==> config.mk <==
export PLATFORM = sky130hd
export DESIGN_NAME = dcc_channel_control
export DESIGN_NICKNAME = d
export VERILOG_FILES = /design/src/rtl/dcc_pkg.sv /design/src/rtl/dcc_fifo.sv /design/src/rtl/dcc_channel_control.sv
export VERILOG_INCLUDE_DIRS = /design/src /design/src/rtl
export SDC_FILE = /design/constraint.sdc
export NUM_CORES = 1
export LEC_CHECK = 0
export BUFFER_PORTS_ARGS = -buffer_cell sky130_fd_sc_hd__buf_4
export CAP_MARGIN = 5
export CORE_MARGIN = 2
export CORE_UTILIZATION = 48
export CTS_CLUSTER_SIZE = 14
export DETAILED_ROUTE_END_ITERATION = 6
export GPL_ROUTABILITY_DRIVEN = 0
export MAX_ROUTING_LAYER = met4
export PLACE_DENSITY_LB_ADDON = 0.3
export SYNTH_ARGS = -nofsm -noshare
export SYNTH_HDL_FRONTEND = slang
export SYNTH_SLANG_ARGS = --single-unit
==> constraint.sdc <==
create_clock -name pclk -period 4.88 [get_ports pclk]
set_clock_uncertainty 0.1 [all_clocks]
set_input_delay 0.488 -clock pclk [delete_from_list [all_inputs] [get_ports pclk]]
set_output_delay 0.488 -clock pclk [all_outputs]
set_load 0.01 [all_outputs]
==> src/rtl/dcc_params.svh <==
`ifndef DCC_PARAMS_SVH
`define DCC_PARAMS_SVH

// register byte addresses
`define DCC_CH0_ADDR      32'hFFFF86CC
`define DCC_CH1_ADDR      32'hFFFF86DC
`define DCC_MASTER_ADDR   32'hFFFF86B0
`define DCC_ZERO32        32'h00000000
`define DCC_RESET_CTRL    19'h00000

// control word field positions
`define DCC_B_ACC_POL     18
`define DCC_B_ACK_PHASE   17
`define DCC_B_ACK_POL     16
`define DCC_B_DST_HI      15
`define DCC_B_DST_LO      14
`define DCC_B_SRC_HI      13
`define DCC_B_SRC_LO      12
`define DCC_B_RSRC_HI     11
`define DCC_B_RSRC_LO     8
`define DCC_B_SENSE       6
`define DCC_B_MODE        5
`define DCC_B_SIZE_HI     4
`define DCC_B_SIZE_LO     3
`define DCC_B_IRQ_EN      2
`define DCC_B_DONE        1
`define DCC_B_EN          0
`define DCC_B_MASTER      0
`define DCC_RSV_HI        31
`define DCC_RSV_LO        19
`define DCC_B_RSV7        7

// request source codes
`define DCC_RS_EXT_DUAL   4'h0
`define DCC_RS_BAD1       4'h1
`define DCC_RS_EXT_S2D    4'h2
`define DCC_RS_EXT_D2S    4'h3
`define DCC_RS_AUTO       4'h4
`define DCC_RS_BAD5       4'h5
`define DCC_RS_TMR0       4'h6
`define DCC_RS_TMR1       4'h7
`define DCC_RS_TMR2       4'h8
`define DCC_RS_BAD9       4'h9
`define DCC_RS_BADA       4'hA
`define DCC_RS_ADC        4'hB
`define DCC_RS_S0TX       4'hC
`define DCC_RS_S0RX       4'hD
`define DCC_RS_S1TX       4'hE
`define DCC_RS_S1RX       4'hF

// address step and unit size codes
`define DCC_STEP_FIX      2'h0
`define DCC_STEP_INC      2'h1
`define DCC_STEP_DEC      2'h2
`define DCC_SIZE_BYTE     2'h0
`define DCC_SIZE_WORD     2'h1
`define DCC_SIZE_LONG     2'h2
`define DCC_MAG_BYTE      4'h1
`define DCC_MAG_WORD      4'h2
`define DCC_MAG_LONG      4'h4
`define DCC_DELTA_ZERO    4'h0

// descriptor routes
`define DCC_ROUTE_DUAL    2'h0
`define DCC_ROUTE_S2D     2'h1
`define DCC_ROUTE_D2S     2'h2
`define DCC_ROUTE_INT     2'h3

`define DCC_FIFO_DEPTH    16

`endif

==> src/rtl/dcc_pkg.sv <==
package dcc_pkg;

    typedef struct packed {
        logic       accept_polarity;
        logic       ack_phase;
        logic       ack_polarity;
        logic [1:0] dest_step;
        logic [1:0] src_step;
        logic [3:0] request_source;
        logic       request_sense_select;
        logic       transfer_mode;
        logic [1:0] unit_size;
        logic       done_irq_enable;
        logic       count_done_flag;
        logic       channel_enable;
    } dcc_ctrl_type;

    typedef struct packed {
        logic timer0_compare_a_event;
        logic timer1_compare_a_event;
        logic timer2_compare_a_event;
        logic converter_done_event;
        logic serial0_tx_event;
        logic serial0_rx_event;
        logic serial1_tx_event;
        logic serial1_rx_event;
    } dcc_periph_type;

    typedef struct packed {
        logic       channel;
        logic       burst;
        logic [1:0] route;
        logic [1:0] unit_size;
        logic [3:0] src_delta;
        logic [3:0] dst_delta;
        logic       ack_phase;
    } dcc_desc_type;

    typedef struct packed {
        dcc_ctrl_type [1:0] ctrl;
        logic               master_enable;
        logic [1:0]         seen_one;
        logic [1:0]         pin_prev;
        logic [1:0]         edge_held;
        logic [1:0]         pending;
        logic [1:0]         accept;
        logic [1:0]         ack;
        logic [1:0]         irq;
        logic [1:0]         active;
        logic [31:0]        prdata;
        logic               pready;
        logic               pslverr;
    } dcc_state_type;

endpackage

==> src/rtl/dcc_fifo.sv <==
`timescale 1ns/1ps
module dcc_fifo #(
    parameter int WIDTH = 8,
    parameter int DEPTH = 16
) (
    input  wire logic             pclk,
    input  wire logic             presetn,
    input  wire logic             in_valid,
    output logic                  in_ready,
    input  wire logic [WIDTH-1:0] in_data,
    output logic                  out_valid,
    input  wire logic             out_ready,
    output logic      [WIDTH-1:0] out_data
);
    localparam int AW = $clog2(DEPTH);

    typedef struct packed {
        logic [DEPTH-1:0][WIDTH-1:0] mem;
        logic [AW-1:0]               rd;
        logic [AW-1:0]               wr;
        logic [AW:0]                 cnt;
    } dcc_fifo_state_type;

    dcc_fifo_state_type st_ff;
    dcc_fifo_state_type nxt_st;
    logic               push;
    logic               pop;

    assign in_ready  = st_ff.cnt != (AW+1)'(DEPTH);
    assign out_valid = st_ff.cnt != '0;
    assign out_data  = st_ff.mem[st_ff.rd];
    assign push      = in_valid & in_ready;
    assign pop       = out_valid & out_ready;

    always_comb begin
        nxt_st = st_ff;
        if (push) begin
            nxt_st.mem[st_ff.wr] = in_data;
            nxt_st.wr            = st_ff.wr + 1'b1;
        end
        if (pop) begin
            nxt_st.rd = st_ff.rd + 1'b1;
        end
        if (push && !pop) begin
            nxt_st.cnt = st_ff.cnt + 1'b1;
        end else if (pop && !push) begin
            nxt_st.cnt = st_ff.cnt - 1'b1;
        end
    end

    always_ff @(posedge pclk or negedge presetn) begin
        if (!presetn) begin
            st_ff <= '0;
        end else begin
            st_ff <= nxt_st;
        end
    end
endmodule

==> src/rtl/dcc_channel_control.sv <==
// Functional notes
// - each channel control register answers byte, halfword and word writes.
// - bit 18 sets accept strobe polarity, 0 high, 1 low.
// - bit 17 picks read or write cycle for ack; bit 16 its polarity.
// - bits 15:14 step destination fixed, up or down by unit size.
// - bits 13:12 step source fixed, up or down by unit size.
// - source 0000 is external pin dual address; 0001 is prohibited.
// - sources 0010 and 0011 are external single address, each direction.
// - other sources pick auto, timer, converter or serial events; 0101, 1001 and 1010 pick none.
// - bit 6 senses request pin by low level or falling edge.
// - bit 5 picks cycle steal or burst operation.
// - bits 4:3 set unit as byte, halfword or word.
// - bit 2 lets completion raise an interrupt request.
// - done flag set at count end; cleared by 0 after 1 read.
// - bit 0 enables the channel.
// - master enable gates every channel.
//
// Our own choice: the APB register port.
`timescale 1ns/1ps
`include "dcc_params.svh"
module dcc_channel_control (
    input  wire logic                    pclk,
    input  wire logic                    presetn,
    input  wire logic                    psel,
    input  wire logic                    penable,
    input  wire logic                    pwrite,
    input  wire logic [31:0]             paddr,
    input  wire logic [31:0]             pwdata,
    input  wire logic [3:0]              pstrb,
    output logic      [31:0]             prdata,
    output logic                         pready,
    output logic                         pslverr,
    input  wire logic [1:0]              request_input_n,
    input  wire dcc_pkg::dcc_periph_type periph_events,
    input  wire logic [1:0]              count_done,
    input  wire logic [1:0]              unit_done,
    input  wire logic                    standby,
    input  wire logic [1:0]              bus_read_cycle,
    input  wire logic [1:0]              bus_write_cycle,
    output logic [1:0]                   request_accept_strobe,
    output logic [1:0]                   ack_strobe,
    output logic [1:0]                   done_irq,
    output logic [1:0]                   channel_active,
    output logic                         desc_valid,
    input  wire logic                    desc_ready,
    output dcc_pkg::dcc_desc_type        desc_data
);
    dcc_pkg::dcc_state_type st_ff;
    dcc_pkg::dcc_state_type nxt_st;
    dcc_pkg::dcc_desc_type  push_data;
    logic                   push_valid;
    logic                   push_ready;
    logic [1:0]             want;
    logic [1:0]             grant;
    logic [1:0]             trig;
    logic [1:0]             sel_ch;
    logic                   sel_master;
    logic                   xfer;
    logic [31:0]            lane_mask;

    ////////////////////////////////////////////////////////////////////
    function automatic logic [31:0] ctrl_to_word(
        input dcc_pkg::dcc_ctrl_type c);
        logic [31:0] w;
        w = `DCC_ZERO32;
        w[`DCC_B_ACC_POL]                  = c.accept_polarity;
        w[`DCC_B_ACK_PHASE]                = c.ack_phase;
        w[`DCC_B_ACK_POL]                  = c.ack_polarity;
        w[`DCC_B_DST_HI:`DCC_B_DST_LO]     = c.dest_step;
        w[`DCC_B_SRC_HI:`DCC_B_SRC_LO]     = c.src_step;
        w[`DCC_B_RSRC_HI:`DCC_B_RSRC_LO]   = c.request_source;
        w[`DCC_B_SENSE]                    = c.request_sense_select;
        w[`DCC_B_MODE]                     = c.transfer_mode;
        w[`DCC_B_SIZE_HI:`DCC_B_SIZE_LO]   = c.unit_size;
        w[`DCC_B_IRQ_EN]                   = c.done_irq_enable;
        w[`DCC_B_DONE]                     = c.count_done_flag;
        w[`DCC_B_EN]                       = c.channel_enable;
        return w;
    endfunction
    // done flag is not taken from the word: it has its own set/clear path
    function automatic dcc_pkg::dcc_ctrl_type word_to_ctrl(
        input logic [31:0] w, input logic done);
        dcc_pkg::dcc_ctrl_type c;
        c.accept_polarity      = w[`DCC_B_ACC_POL];
        c.ack_phase            = w[`DCC_B_ACK_PHASE];
        c.ack_polarity         = w[`DCC_B_ACK_POL];
        c.dest_step            = w[`DCC_B_DST_HI:`DCC_B_DST_LO];
        c.src_step             = w[`DCC_B_SRC_HI:`DCC_B_SRC_LO];
        c.request_source       = w[`DCC_B_RSRC_HI:`DCC_B_RSRC_LO];
        c.request_sense_select = w[`DCC_B_SENSE];
        c.transfer_mode        = w[`DCC_B_MODE];
        c.unit_size            = w[`DCC_B_SIZE_HI:`DCC_B_SIZE_LO];
        c.done_irq_enable      = w[`DCC_B_IRQ_EN];
        c.count_done_flag      = done;
        c.channel_enable       = w[`DCC_B_EN];
        return c;
    endfunction
    // prohibited step or size codes give no movement rather than garbage
    function automatic logic [3:0] step_delta(input logic [1:0] step,
                                              input logic [1:0] size);
        logic [3:0] mag;
        mag = `DCC_DELTA_ZERO;
        if (size == `DCC_SIZE_BYTE) begin
            mag = `DCC_MAG_BYTE;
        end else if (size == `DCC_SIZE_WORD) begin
            mag = `DCC_MAG_WORD;
        end else if (size == `DCC_SIZE_LONG) begin
            mag = `DCC_MAG_LONG;
        end
        if (step == `DCC_STEP_INC) begin
            return mag;
        end else if (step == `DCC_STEP_DEC) begin
            return `DCC_DELTA_ZERO - mag;
        end
        return `DCC_DELTA_ZERO;
    endfunction

    ////////////////////////////////////////////////////////////////////
    assign sel_ch[0]  = paddr == `DCC_CH0_ADDR;
    assign sel_ch[1]  = paddr == `DCC_CH1_ADDR;
    assign sel_master = paddr == `DCC_MASTER_ADDR;
    assign xfer       = psel & penable & st_ff.pready;
    assign lane_mask  = {{8{pstrb[3]}}, {8{pstrb[2]}},
                         {8{pstrb[1]}}, {8{pstrb[0]}}};

    always_comb begin
        trig = '0;
        want = '0;
        for (int c = 0; c < 2; c++) begin
            unique case (st_ff.ctrl[c].request_source)
                `DCC_RS_EXT_DUAL, `DCC_RS_EXT_S2D, `DCC_RS_EXT_D2S: begin
                    trig[c] = st_ff.ctrl[c].request_sense_select ?
                              st_ff.edge_held[c] : ~request_input_n[c];
                end
                `DCC_RS_AUTO: trig[c] = 1'b1;
                `DCC_RS_TMR0: trig[c] = periph_events.timer0_compare_a_event;
                `DCC_RS_TMR1: trig[c] = periph_events.timer1_compare_a_event;
                `DCC_RS_TMR2: trig[c] = periph_events.timer2_compare_a_event;
                `DCC_RS_ADC:  trig[c] = periph_events.converter_done_event;
                `DCC_RS_S0TX: trig[c] = periph_events.serial0_tx_event;
                `DCC_RS_S0RX: trig[c] = periph_events.serial0_rx_event;
                `DCC_RS_S1TX: trig[c] = periph_events.serial1_tx_event;
                `DCC_RS_S1RX: trig[c] = periph_events.serial1_rx_event;
                default:      trig[c] = 1'b0;
            endcase
            want[c] = trig[c] & st_ff.active[c] & ~st_ff.pending[c];
        end
    end
    // channel 0 wins a tie; a full queue holds both off
    assign grant[0] = want[0] & push_ready;
    assign grant[1] = want[1] & ~want[0] & push_ready;
    assign push_valid = want[0] | want[1];
    always_comb begin
        int c;
        c = grant[1] ? 1 : 0;
        push_data.channel   = grant[1];
        push_data.burst     = st_ff.ctrl[c].transfer_mode;
        push_data.unit_size = st_ff.ctrl[c].unit_size;
        push_data.src_delta = step_delta(st_ff.ctrl[c].src_step,
                                         st_ff.ctrl[c].unit_size);
        push_data.dst_delta = step_delta(st_ff.ctrl[c].dest_step,
                                         st_ff.ctrl[c].unit_size);
        push_data.ack_phase = st_ff.ctrl[c].ack_phase;
        unique case (st_ff.ctrl[c].request_source)
            `DCC_RS_EXT_DUAL: push_data.route = `DCC_ROUTE_DUAL;
            `DCC_RS_EXT_S2D:  push_data.route = `DCC_ROUTE_S2D;
            `DCC_RS_EXT_D2S:  push_data.route = `DCC_ROUTE_D2S;
            default:          push_data.route = `DCC_ROUTE_INT;
        endcase
    end

    ////////////////////////////////////////////////////////////////////
    always_comb begin
        logic [31:0] img;
        logic        clr;
        img    = `DCC_ZERO32;
        clr    = 1'b0;
        nxt_st = st_ff;
        nxt_st.pready  = psel & penable & ~st_ff.pready;
        nxt_st.pslverr = psel & penable & ~st_ff.pready &
                         ~(sel_ch[0] | sel_ch[1] | sel_master);
        nxt_st.prdata  = `DCC_ZERO32;
        if (psel && penable && !st_ff.pready && !pwrite) begin
            // reserved bits come back as zero
            if (sel_ch[0]) nxt_st.prdata = ctrl_to_word(st_ff.ctrl[0]);
            if (sel_ch[1]) nxt_st.prdata = ctrl_to_word(st_ff.ctrl[1]);
            if (sel_master) nxt_st.prdata[`DCC_B_MASTER] = st_ff.master_enable;
        end
        if (xfer && pwrite && sel_master && pstrb[0]) begin
            nxt_st.master_enable = pwdata[`DCC_B_MASTER];
        end
        for (int c = 0; c < 2; c++) begin
            if (xfer && !pwrite && sel_ch[c] &&
                st_ff.ctrl[c].count_done_flag) begin
                nxt_st.seen_one[c] = 1'b1;
            end
            clr = standby;
            if (xfer && pwrite && sel_ch[c]) begin
                img = (ctrl_to_word(st_ff.ctrl[c]) & ~lane_mask) |
                      (pwdata & lane_mask);
                nxt_st.ctrl[c] = word_to_ctrl(img,
                                              st_ff.ctrl[c].count_done_flag);
                // zero after a one was read
                if (pstrb[0] && !pwdata[`DCC_B_DONE] && st_ff.seen_one[c]) begin
                    clr = 1'b1;
                end
            end
            if (count_done[c]) begin
                nxt_st.ctrl[c].count_done_flag = 1'b1;
            end else if (clr) begin
                nxt_st.ctrl[c].count_done_flag = 1'b0;
                nxt_st.seen_one[c]             = 1'b0;
            end
            nxt_st.pin_prev[c] = request_input_n[c];
            if (st_ff.ctrl[c].request_sense_select &&
                st_ff.pin_prev[c] && !request_input_n[c]) begin
                nxt_st.edge_held[c] = 1'b1;
            end else if (grant[c] || !st_ff.ctrl[c].request_sense_select) begin
                nxt_st.edge_held[c] = 1'b0;
            end
            // cycle steal waits for the unit to end
            if (grant[c] && !st_ff.ctrl[c].transfer_mode) begin
                nxt_st.pending[c] = 1'b1;
            end else if (unit_done[c]) begin
                nxt_st.pending[c] = 1'b0;
            end
            nxt_st.accept[c] = grant[c] ^ nxt_st.ctrl[c].accept_polarity;
            nxt_st.ack[c] = (nxt_st.ctrl[c].ack_phase ? bus_write_cycle[c] :
                             bus_read_cycle[c]) ^ nxt_st.ctrl[c].ack_polarity;
            nxt_st.irq[c] = nxt_st.ctrl[c].count_done_flag &
                            nxt_st.ctrl[c].done_irq_enable;
            nxt_st.active[c] = nxt_st.ctrl[c].channel_enable &
                               nxt_st.master_enable &
                               ~nxt_st.ctrl[c].count_done_flag;
        end
    end

    always_ff @(posedge pclk or negedge presetn) begin
        if (!presetn) begin
            st_ff <= '0;
        end else begin
            st_ff <= nxt_st;
        end
    end
    assign prdata                = st_ff.prdata;
    assign pready                = st_ff.pready;
    assign pslverr               = st_ff.pslverr;
    assign request_accept_strobe = st_ff.accept;
    assign ack_strobe            = st_ff.ack;
    assign done_irq              = st_ff.irq;
    assign channel_active        = st_ff.active;
    dcc_fifo #(
        .WIDTH ($bits(dcc_pkg::dcc_desc_type)),
        .DEPTH (`DCC_FIFO_DEPTH)
    ) u_fifo (
        .pclk      (pclk),
        .presetn   (presetn),
        .in_valid  (push_valid),
        .in_ready  (push_ready),
        .in_data   (push_data),
        .out_valid (desc_valid),
        .out_ready (desc_ready),
        .out_data  (desc_data)
    );
endmodule

==> results.md, run 1 <==
- The cell area power density is around 370 mW/mm^2.
- The critical path is of the input pin to register type.
- Along the worst path, the maximum fanout reaches 31.
- The slowest stage of the critical path is the a211o_1 cell.
- The area taken by flip-flops and latches is approximately 0.0082 mm^2.
- At the end of the flow the core is filled with cells to 0.561.
- The global-route wire length before repair is 57200 um.
- The tool flagged a number of max-cap violations equal to 0.
- The capturing element of the worst setup path is u_fifo.st_ff[184]$_DFFE_PN0P_.
- The start point of the critical path is request_input_n[0].
- The number of flops mapped to enable cells by yosys is 0.
- Setup violations remaining at the end of the flow were counted as 0.
- The count of clock tree sinks is 326.
- The number of buffers inserted by port buffering is about 120.
- The number of slew-limit violations in the final report is 0.
- In this run, CTS created clock tree buffers numbering 35.
- The number of global-route vias before repair came to ~10000.
- In this run, the number of DRC markers left after iteration 0 of detailed routing was 618.
- The initial utilization of the core area, before any placement, comes to 0.488.
- The arrival time at the worst endpoint is between 4 and 5 ns.
- Of the total power, the clock network draws 0.421.
- The die covers about 0.033 mm^2.
- In the layout the commonest cells are dfrtp_1 (324), nand2_1 (231), o21ai_0 (188).
- The worst reg-to-reg setup slack is roughly 0.94 ns.
- The transition time of the tightest slew-check pin is around 1.2 ns.
- Synthesis handed over a netlist of about 1300 instances.
- The width of the die is roughly 180 um.
- The total wire length is ~36000 um.
- IR analysis of the VDD net gives a maximum drop of 0.315 mV.
- In this run the most critical hold path is launched from pwrite.
- The number of nets with antenna violations after routing is 0.
- Traced cell by cell, the critical path runs through dlygate4sd3_1, buf_4, or2_1, a2111oi_2, nor4_2, nor4b_4, nand2b_1, buf_4, mux2i_1, ha_1, buf_4, a211o_1, o21ai_0.
- The core region is around 0.031 mm^2.
- The signed area change from the synthesized netlist to the final layout is 14.9%.
- The wire-length estimate of the detail-placed layout is around 22000 um.
- Summing every instance area after synthesis gives between 0.01 and 0.015 mm^2.
- The instance count after placement with tap cells included is around 1700.
- Pin placement for this block handled roughly 150 I/O pins.
- The maximum number of pins on one net before global-route repair is 124.
- The post-route fraction of the period consumed by the critical path is 0.852.
- In this run the critical register-to-register path is captured at u_fifo.st_ff[184]$_DFFE_PN0P_.
- Counting buffers and inverters, the worst setup path is 13 cells deep.
- The power share of the combinational group is 0.130.
- In the global route stage, overall resource usage came out at 0.230.
- The final route contains roughly 10000 vias.
- Averaged over all synthesized cells, the footprint is around 11 um^2.
- For this run, design rule violations remaining after detail routing come to 0.
- The share of the Yosys chip area taken by registers is 0.545.
- The clock latency at the later pin of the worst-skew pair is between 0.5 and 0.6 ns.
- The initial antenna violation count is 0.
- Hold is met by around 0.064 ns.
- The number of H-tree levels is 2.
- The count of buffering cells on the critical path with inverters included is 4.
- The number of iterations in the first detailed-routing pass is 4.
- The post-route worst setup slack is 0.720 ns.
- The synthesized design contains around 330 register bits.
- The synthesis warning total is 0.
- The number of different library cells in the post-synthesis netlist is 57.
- In this run the static leakage power is around 7.8 nW.
- The critical path required time is a little over 5 ns.
- The CTS tree is done.
- The number of diodes added for antenna fixing is 0.
- The type of element capturing the critical path is a register.
- Cell internal power was estimated by the tool at roughly 0.0048 W.
- The proportion of total power due to net switching is 0.251.
- The chip height is between 150 and 200 um.
- STA classifies the critical path startpoint as an input pin.
- In this run the power spent charging and discharging nets is ~0.0016 W.
- The clock tree buffer depth is 3.
- Counting stages on the worst path, the most repeated cell is buf_4.
- After detailed routing, the number of vias per cell comes to 5.53.
- The library cell used most frequently in the layout, excluding fill and tap cells, is dfrtp_1.
- Dividing the detail-routed wire length by the instance count gives between 15 and 20 um.
- For this run, the leading register cell type out of synthesis is dfrtp_1.
- Among cell families on the critical path, the largest total delay comes from buffers and inverters.
- The final-layout setup total negative slack is 0 ns.
- Subtracting the final worst setup slack from the clock period gives 4.16 ns.
- The post-CTS setup-driven buffer insertion count is 0.
- The number of resized instances in the post-cts repair step is 0.
- Clock tree synthesis selected as its root buffer the cell clkbuf_16.
- The clock-pin slew on the worst setup and hold paths is around 0.060 ns.
- Row generation in the floorplan step produced between 60 and 70 rows.
- The final count of hold timing violations is 0.
- Of the cells placed in the final design, the portion with a size suffix greater than 1 is 0.243.
- The remaining global-route overflow is 0.
- In this run the worst hold path is classified as input pin to register.
- Measured against its own limit, the worst slew margin works out to 0.233.
- Before CTS, the worst setup slack after placement is 0.735 ns.
- The layout has 2559 filler cells.
- Timing would allow up to 240 MHz.
- Excluding fillers, the count of instances in the completed layout stands at 1800.
- The worst register-to-register path has a depth of 11.
- The run finished with clean final reports.
- The largest stage delay on the critical path is between 0.6 and 0.7 ns.
- The final layout contains 1485 nets.
- In the final layout, the multi-input gates occupy slightly above 0.006 mm^2.
- Setup repair after global routing left no endpoint under its margin.
- For this run, asynchronously set or reset flops after synthesis account for 1.00.
- The sequential power share is 0.449.
-- worst reg2reg max path: stages (launching register included) --
cell and delay [ns]:
dfrtp_1 0.41, or2_1 0.25, a2111oi_2 0.39, nor4_2 0.11, nor4b_4 0.30, nand2b_1 0.31, buf_4 0.42, mux2i_1 0.15
ha_1 0.30, buf_4 0.22, a211o_1 0.64, o21ai_0 0.21
-- per-stage QoR --
| step | instance area (um^2) | power [W] |
|---|---|---|
| after floorplan | 15000 | 0.00347 |
| after global placement | 16000 | 0.00377 |
| after detailed placement | 16000 | 0.00378 |
| after CTS | 17200 | 0.00648 |
| after global routing | 17200 | 0.00666 |
| final | 17200 | 0.00641 |
-- layout make-up --
type,count,share of cell area
Multi-Input combinational cell,848,0.354
Sequential cell,326,0.475
Tap cell,396,0.0288
Clock inverter,7,0.00655
Clock buffer,54,0.0616
Timing Repair Buffer,157,0.0716
Inverter,12,0.00262
-- power groups by stage --
stage	combinational [W]	sequential [W]	clock, W
after floorplan	0.000647	0.00282	0
after global placement	0.000845	0.00292	0
after detailed placement	0.000853	0.00292	0
after CTS	0.000852	0.00288	0.00275
after global routing	0.000910	0.00288	0.00287
final	0.000832	0.00287	0.00270
-- cells in the mapped netlist (all sizes together), types with 2 or more instances --
cell,n,share of area
dfrtp,326,0.55
nand2,231,0.058
o21ai,218,0.076
clkbuf,86,0.022
mux4,75,0.11
nor2,71,0.018
buf,62,0.028
mux2,36,0.027
mux2i,33,0.022
a22o,32,0.019
nand3,18,0.0060
xnor2,13,0.0076
inv,12,0.0030
nor2b,12,0.0050
ha,11,0.0092
nand4,11,0.0046
a21oi,9,0.0030
a21o,5,0.0025
nor3b,5,0.0025
a31oi,4,0.0017
nand2b,4,0.0017
nor4,4,0.0021
o22ai,4,0.0017
or2,4,0.0017
and2,3,0.0013
and3,3,0.0013
nor4b,3,0.0028
xor2,3,0.0018
a211o,2,0.0012
nand3b,2,0.0010
nor3,2,0.00067
o41ai,2,0.0012
or3,2,0.00084
-- timing repair --
item / in CTS / in global routing
hold buffers: 3 / 0
setup endpoints to repair: 0 / 0
endpoints found under the hold margin: 96 / 0
-- registers in the layout, indices dropped and copies added, names as in the netlist, named ones only --
name	count
ack_strobe	2
channel_active	2
done_irq	2
prdata	18
pready	1
pslverr	1
request_accept_strobe	2
st_ff	21
u_fifo.st_ff	253
-- per-layer routing --
| metal | share of wire | vias to the layer above | GRT usage |
|---|---|---|---|
| li1 | - | 4693 | - |
| met1 | 0.46 | 4954 | 0.321 |
| met2 | 0.47 | 256 | 0.356 |
| met3 | 0.053 | 54 | 0.0414 |
| met4 | 0.020 | 0 | 0.0523 |
| met5 | 0 | - | - |
-- cell families after synthesis --
group | count (synthesis) | share of synthesized area
buffers and inverters | 160 | 0.0523
other | 1 | 0.000251
AND/OR/NAND/NOR | 381 | 0.111
multiplexers | 144 | 0.162
adder cells (fa/ha/maj) | 12 | 0.0105
flip-flops | 326 | 0.545
XOR/XNOR | 16 | 0.00936
AO/OA/AOI/OAI | 281 | 0.109
-- worst min-delay path by stage --
stage,cells after the start,slack [ns],to
global placement,2,0.36,u_fifo.st_ff[47]$_DFFE_PN0P_
global route,2,0.06,prdata[0]$_DFF_PN0_
CTS,2,0.04,prdata[0]$_DFF_PN0_
detailed placement,2,0.36,u_fifo.st_ff[64]$_DFFE_PN0P_
finish,2,0.06,prdata[0]$_DFF_PN0_
floorplan,0,0.09,asynchronous set/reset pin
No activity file was read; power rests on OpenSTA's default activity.
==> run 2, diff against run 1 <==
clock period = 4.5 ns   (was 4.88 ns; I/O delays follow)
==> results.md, run 2 (synthesis gave the netlist of run 1 again) <==
- Setup repair after global routing left no endpoint under its margin.
- The final reports fail on design-rule violations, negative hold slack.
- The TritonCTS buffer count is 35.
- The floorplan step defined a core boundary enclosing 0.0307 mm^2.
- The run finished, with violations left.
- The slowest stage of the critical path is the a211o_1 cell.
- The signal on the critical path passes through dlygate4sd3_1, buf_4, or2_1, a2111oi_2, nor4_2, nor4b_4, nand2b_1, buf_4, mux2i_1, a211o_1, o21ai_0.
- The worst hold-check slack is -0.0688 ns.
- The transition time of the tightest slew-check pin is approximately 1.1 ns.
- The total wire length is 36600 um.
- The maximum number of pins on one net before global-route repair is approximately 130.
- The cell area power density is between 300 and 400 mW/mm^2.
- After clock tree synthesis, the clock-pin slew on the worst setup and hold paths is about 0.060 ns.
- The arrival time at the worst endpoint is 4.10 ns.
- Leaving out fill and tap cells, the most frequent cells in the layout are dfrtp_1 (324), nand2_1 (231), o21ai_0 (188).
- The leading cell type in the layout, fill and taps excluded is dfrtp_1.
- The largest register by flop count is u_fifo.st_ff.
- The type of element capturing the critical path is a register.
- The combined area of the multi-input logic cells is just over 0.006 mm^2.
- The detailed router finished its first iteration with around 660 violations.
- The tightest slew margin relative to the limit is 0.255.
- In this run the static leakage power is between 7 and 8 nW.
- The critical path is of the input pin to register type.
- STA classifies the critical path startpoint as an input pin.
- The worst hold path belongs to the class input pin to asynchronous set/reset pin.
- The area taken by flip-flops and latches is roughly 0.0082 mm^2.
- The count of clock tree sinks is about 330.
- The critical-path maximum fanout is 17.
- The signed area change from the synthesized netlist to the final layout is 14.6%.
- The initial antenna violation count is 0.
- The number of iterations in the first detailed-routing pass is 7.
- The number of slew-limit violations in the final report came to 0.
- The number of nets with antenna violations after routing is 0.
- The number of diodes added for antenna fixing is 0.
- The count of hold-fix buffers inserted at cts is 2.
- The final critical path time including I/O delays and setup is about 3.9 ns.
- Dividing the detail-routed wire length by the instance count gives just over 20 um.
- The first global-routing pass estimated between 50000 and 60000 um of wire.
- The detailed-placement wirelength estimate is between 20000 and 25000 um.
- TritonCTS built the clock tree.
- The tool flagged a number of max-cap violations equal to 0.
- Once the clock tree was built, the setup fixing pass inserted 0 buffers.
- The die covers 0.0326 mm^2.
- In this run the count of I/O pins placed on the die edge is 151.
- At the later pin of the worst-skew pair, clock insertion delay measures between 0.5 and 0.6 ns.
- Adding up every negative setup slack in the final design gives 0 ns.
- The clock tree buffer depth is 3.
- Dividing the final minimum period by the clock period gives 0.856.
- Counting the fill cells in the layout gives 2601.
- For this configuration, the core starts out at a cell density of 0.488.
- The flip-flop count of the largest register, all copies and words added is approximately 250.
- The final net count is ~1500.
- The final number of setup-violating endpoints is 0.
- Derived from the worst setup path, the maximum achievable clock frequency is approximately 260 MHz.
- The most numerous cell on the critical path is buf_4.
- The worst-case IR drop observed on VDD is 0.274 mV.
- The finished cells cover between 0.015 and 0.02 mm^2.
- The critical path required time is approximately 4.8 ns.
- The placed instances occupy a cell area of between 0.015 and 0.02 mm^2.
- The width of the die is ~180 um.
- For this run, the total global-route usage over all layers was measured as 0.237.
- The worst reg-to-reg path cell count is 9.
- For this run, the slowest stage of the critical path takes about 0.74 ns.
- Dividing the detail-routed via count by the number of cells gives 5.59.
- The number of buffers inserted by port buffering is about 120.
- In this run, post-CTS repair resized a total of 0 instances.
- The H-tree generated during clock tree synthesis spans 2 levels.
- From bottom edge to top edge, the die measures 181 um.
- The initialized floorplan defines between 60 and 70 standard-cell rows.
- The number of remaining DRC errors is 3.
- The final count of hold timing violations is 36.
- The count of vias placed by the detailed router is 10100.
- In this run the clock root is driven by a clkbuf_16.
- The remaining global-route overflow is 0.
- Of the cells placed in the final design, the portion with a size suffix greater than 1 is 0.246.
- The number of global-route vias before repair came to just over 10000.
## run 2: cell count changes in the layout (fill, tap and decap cells not counted), sizes merged
| cell | change |
|---|---|
| buf | +5 |
| clkinv | +5 |
| clkbuf | -4 |
| bufinv | -2 |
| clkinvlp | +1 |
| dlygate4sd3 | -1 |
## run 2: final cells by class
class,count,area share
timing repair buffer,161,0.0734
tap,396,0.0289
multi-input combinational,848,0.355
clock inverter,11,0.00518
inverter,12,0.00263
clock buffer,50,0.0591
sequential,326,0.476
## run 2: through the flow
stage | setup WS, ns | instances | utilization | hold WS, ns | power, W
after floorplan | 0.725 | 1334 | - | 0.0544 | 0.00376
after global placement | 0.754 | 1741 | 0.523 | 0.355 | 0.00409
after detailed placement | 0.629 | 1741 | 0.523 | 0.365 | 0.00410
after CTS | 0.636 | 1804 | 0.559 | 0.00132 | 0.00688
after global routing | 0.356 | 1804 | 0.559 | 0.0141 | 0.00708
final | 0.649 | 1804 | 0.559 | -0.0688 | 0.00681
## run 2: worst paths after layout
kind,slack [ns],end,start
max in group asynchronous,3.23,u_fifo.st_ff[57]$_DFFE_PN0P_,presetn
setup reg to reg,0.82,u_fifo.st_ff[169]$_DFFE_PN0P_,register
hold reg to reg,0.38,u_fifo.st_ff[53]$_DFFE_PN0P_,u_fifo.st_ff[53]$_DFFE_PN0P_
setup / recovery,0.65,u_fifo.st_ff[169]$_DFFE_PN0P_,request_input_n[0]
hold / removal,-0.07,u_fifo.st_ff[213]$_DFFE_PN0P_,presetn
min in group pclk,0.03,prdata[0]$_DFF_PN0_,pwrite
## run 2: critical path: cells and delay by family
kind                   cells  cell delay [ns]
AOI/OAI and AO/OA          3             1.33
buffers and inverters      3             0.95
muxes                      1             0.45
and+or+nand+nor            4             0.89
## run 2: power breakdown
group          leakage (nW)  total [W]  internal (W)  switching (W)
Sequential             4.51    0.00318       0.00298       0.000199
Combinational          2.70   0.000851      0.000436       0.000415
Clock                 0.541    0.00278       0.00163        0.00115
## run 2: per-layer routing
metal | vias to the layer above | GRT usage | wire length, um
met3 | 63 | 0.0445 | 2260
li1 | 4702 | - | -
met5 | - | - | 0
met4 | 0 | 0.0619 | 853
met2 | 302 | 0.378 | 17700
met1 | 5020 | 0.314 | 15900
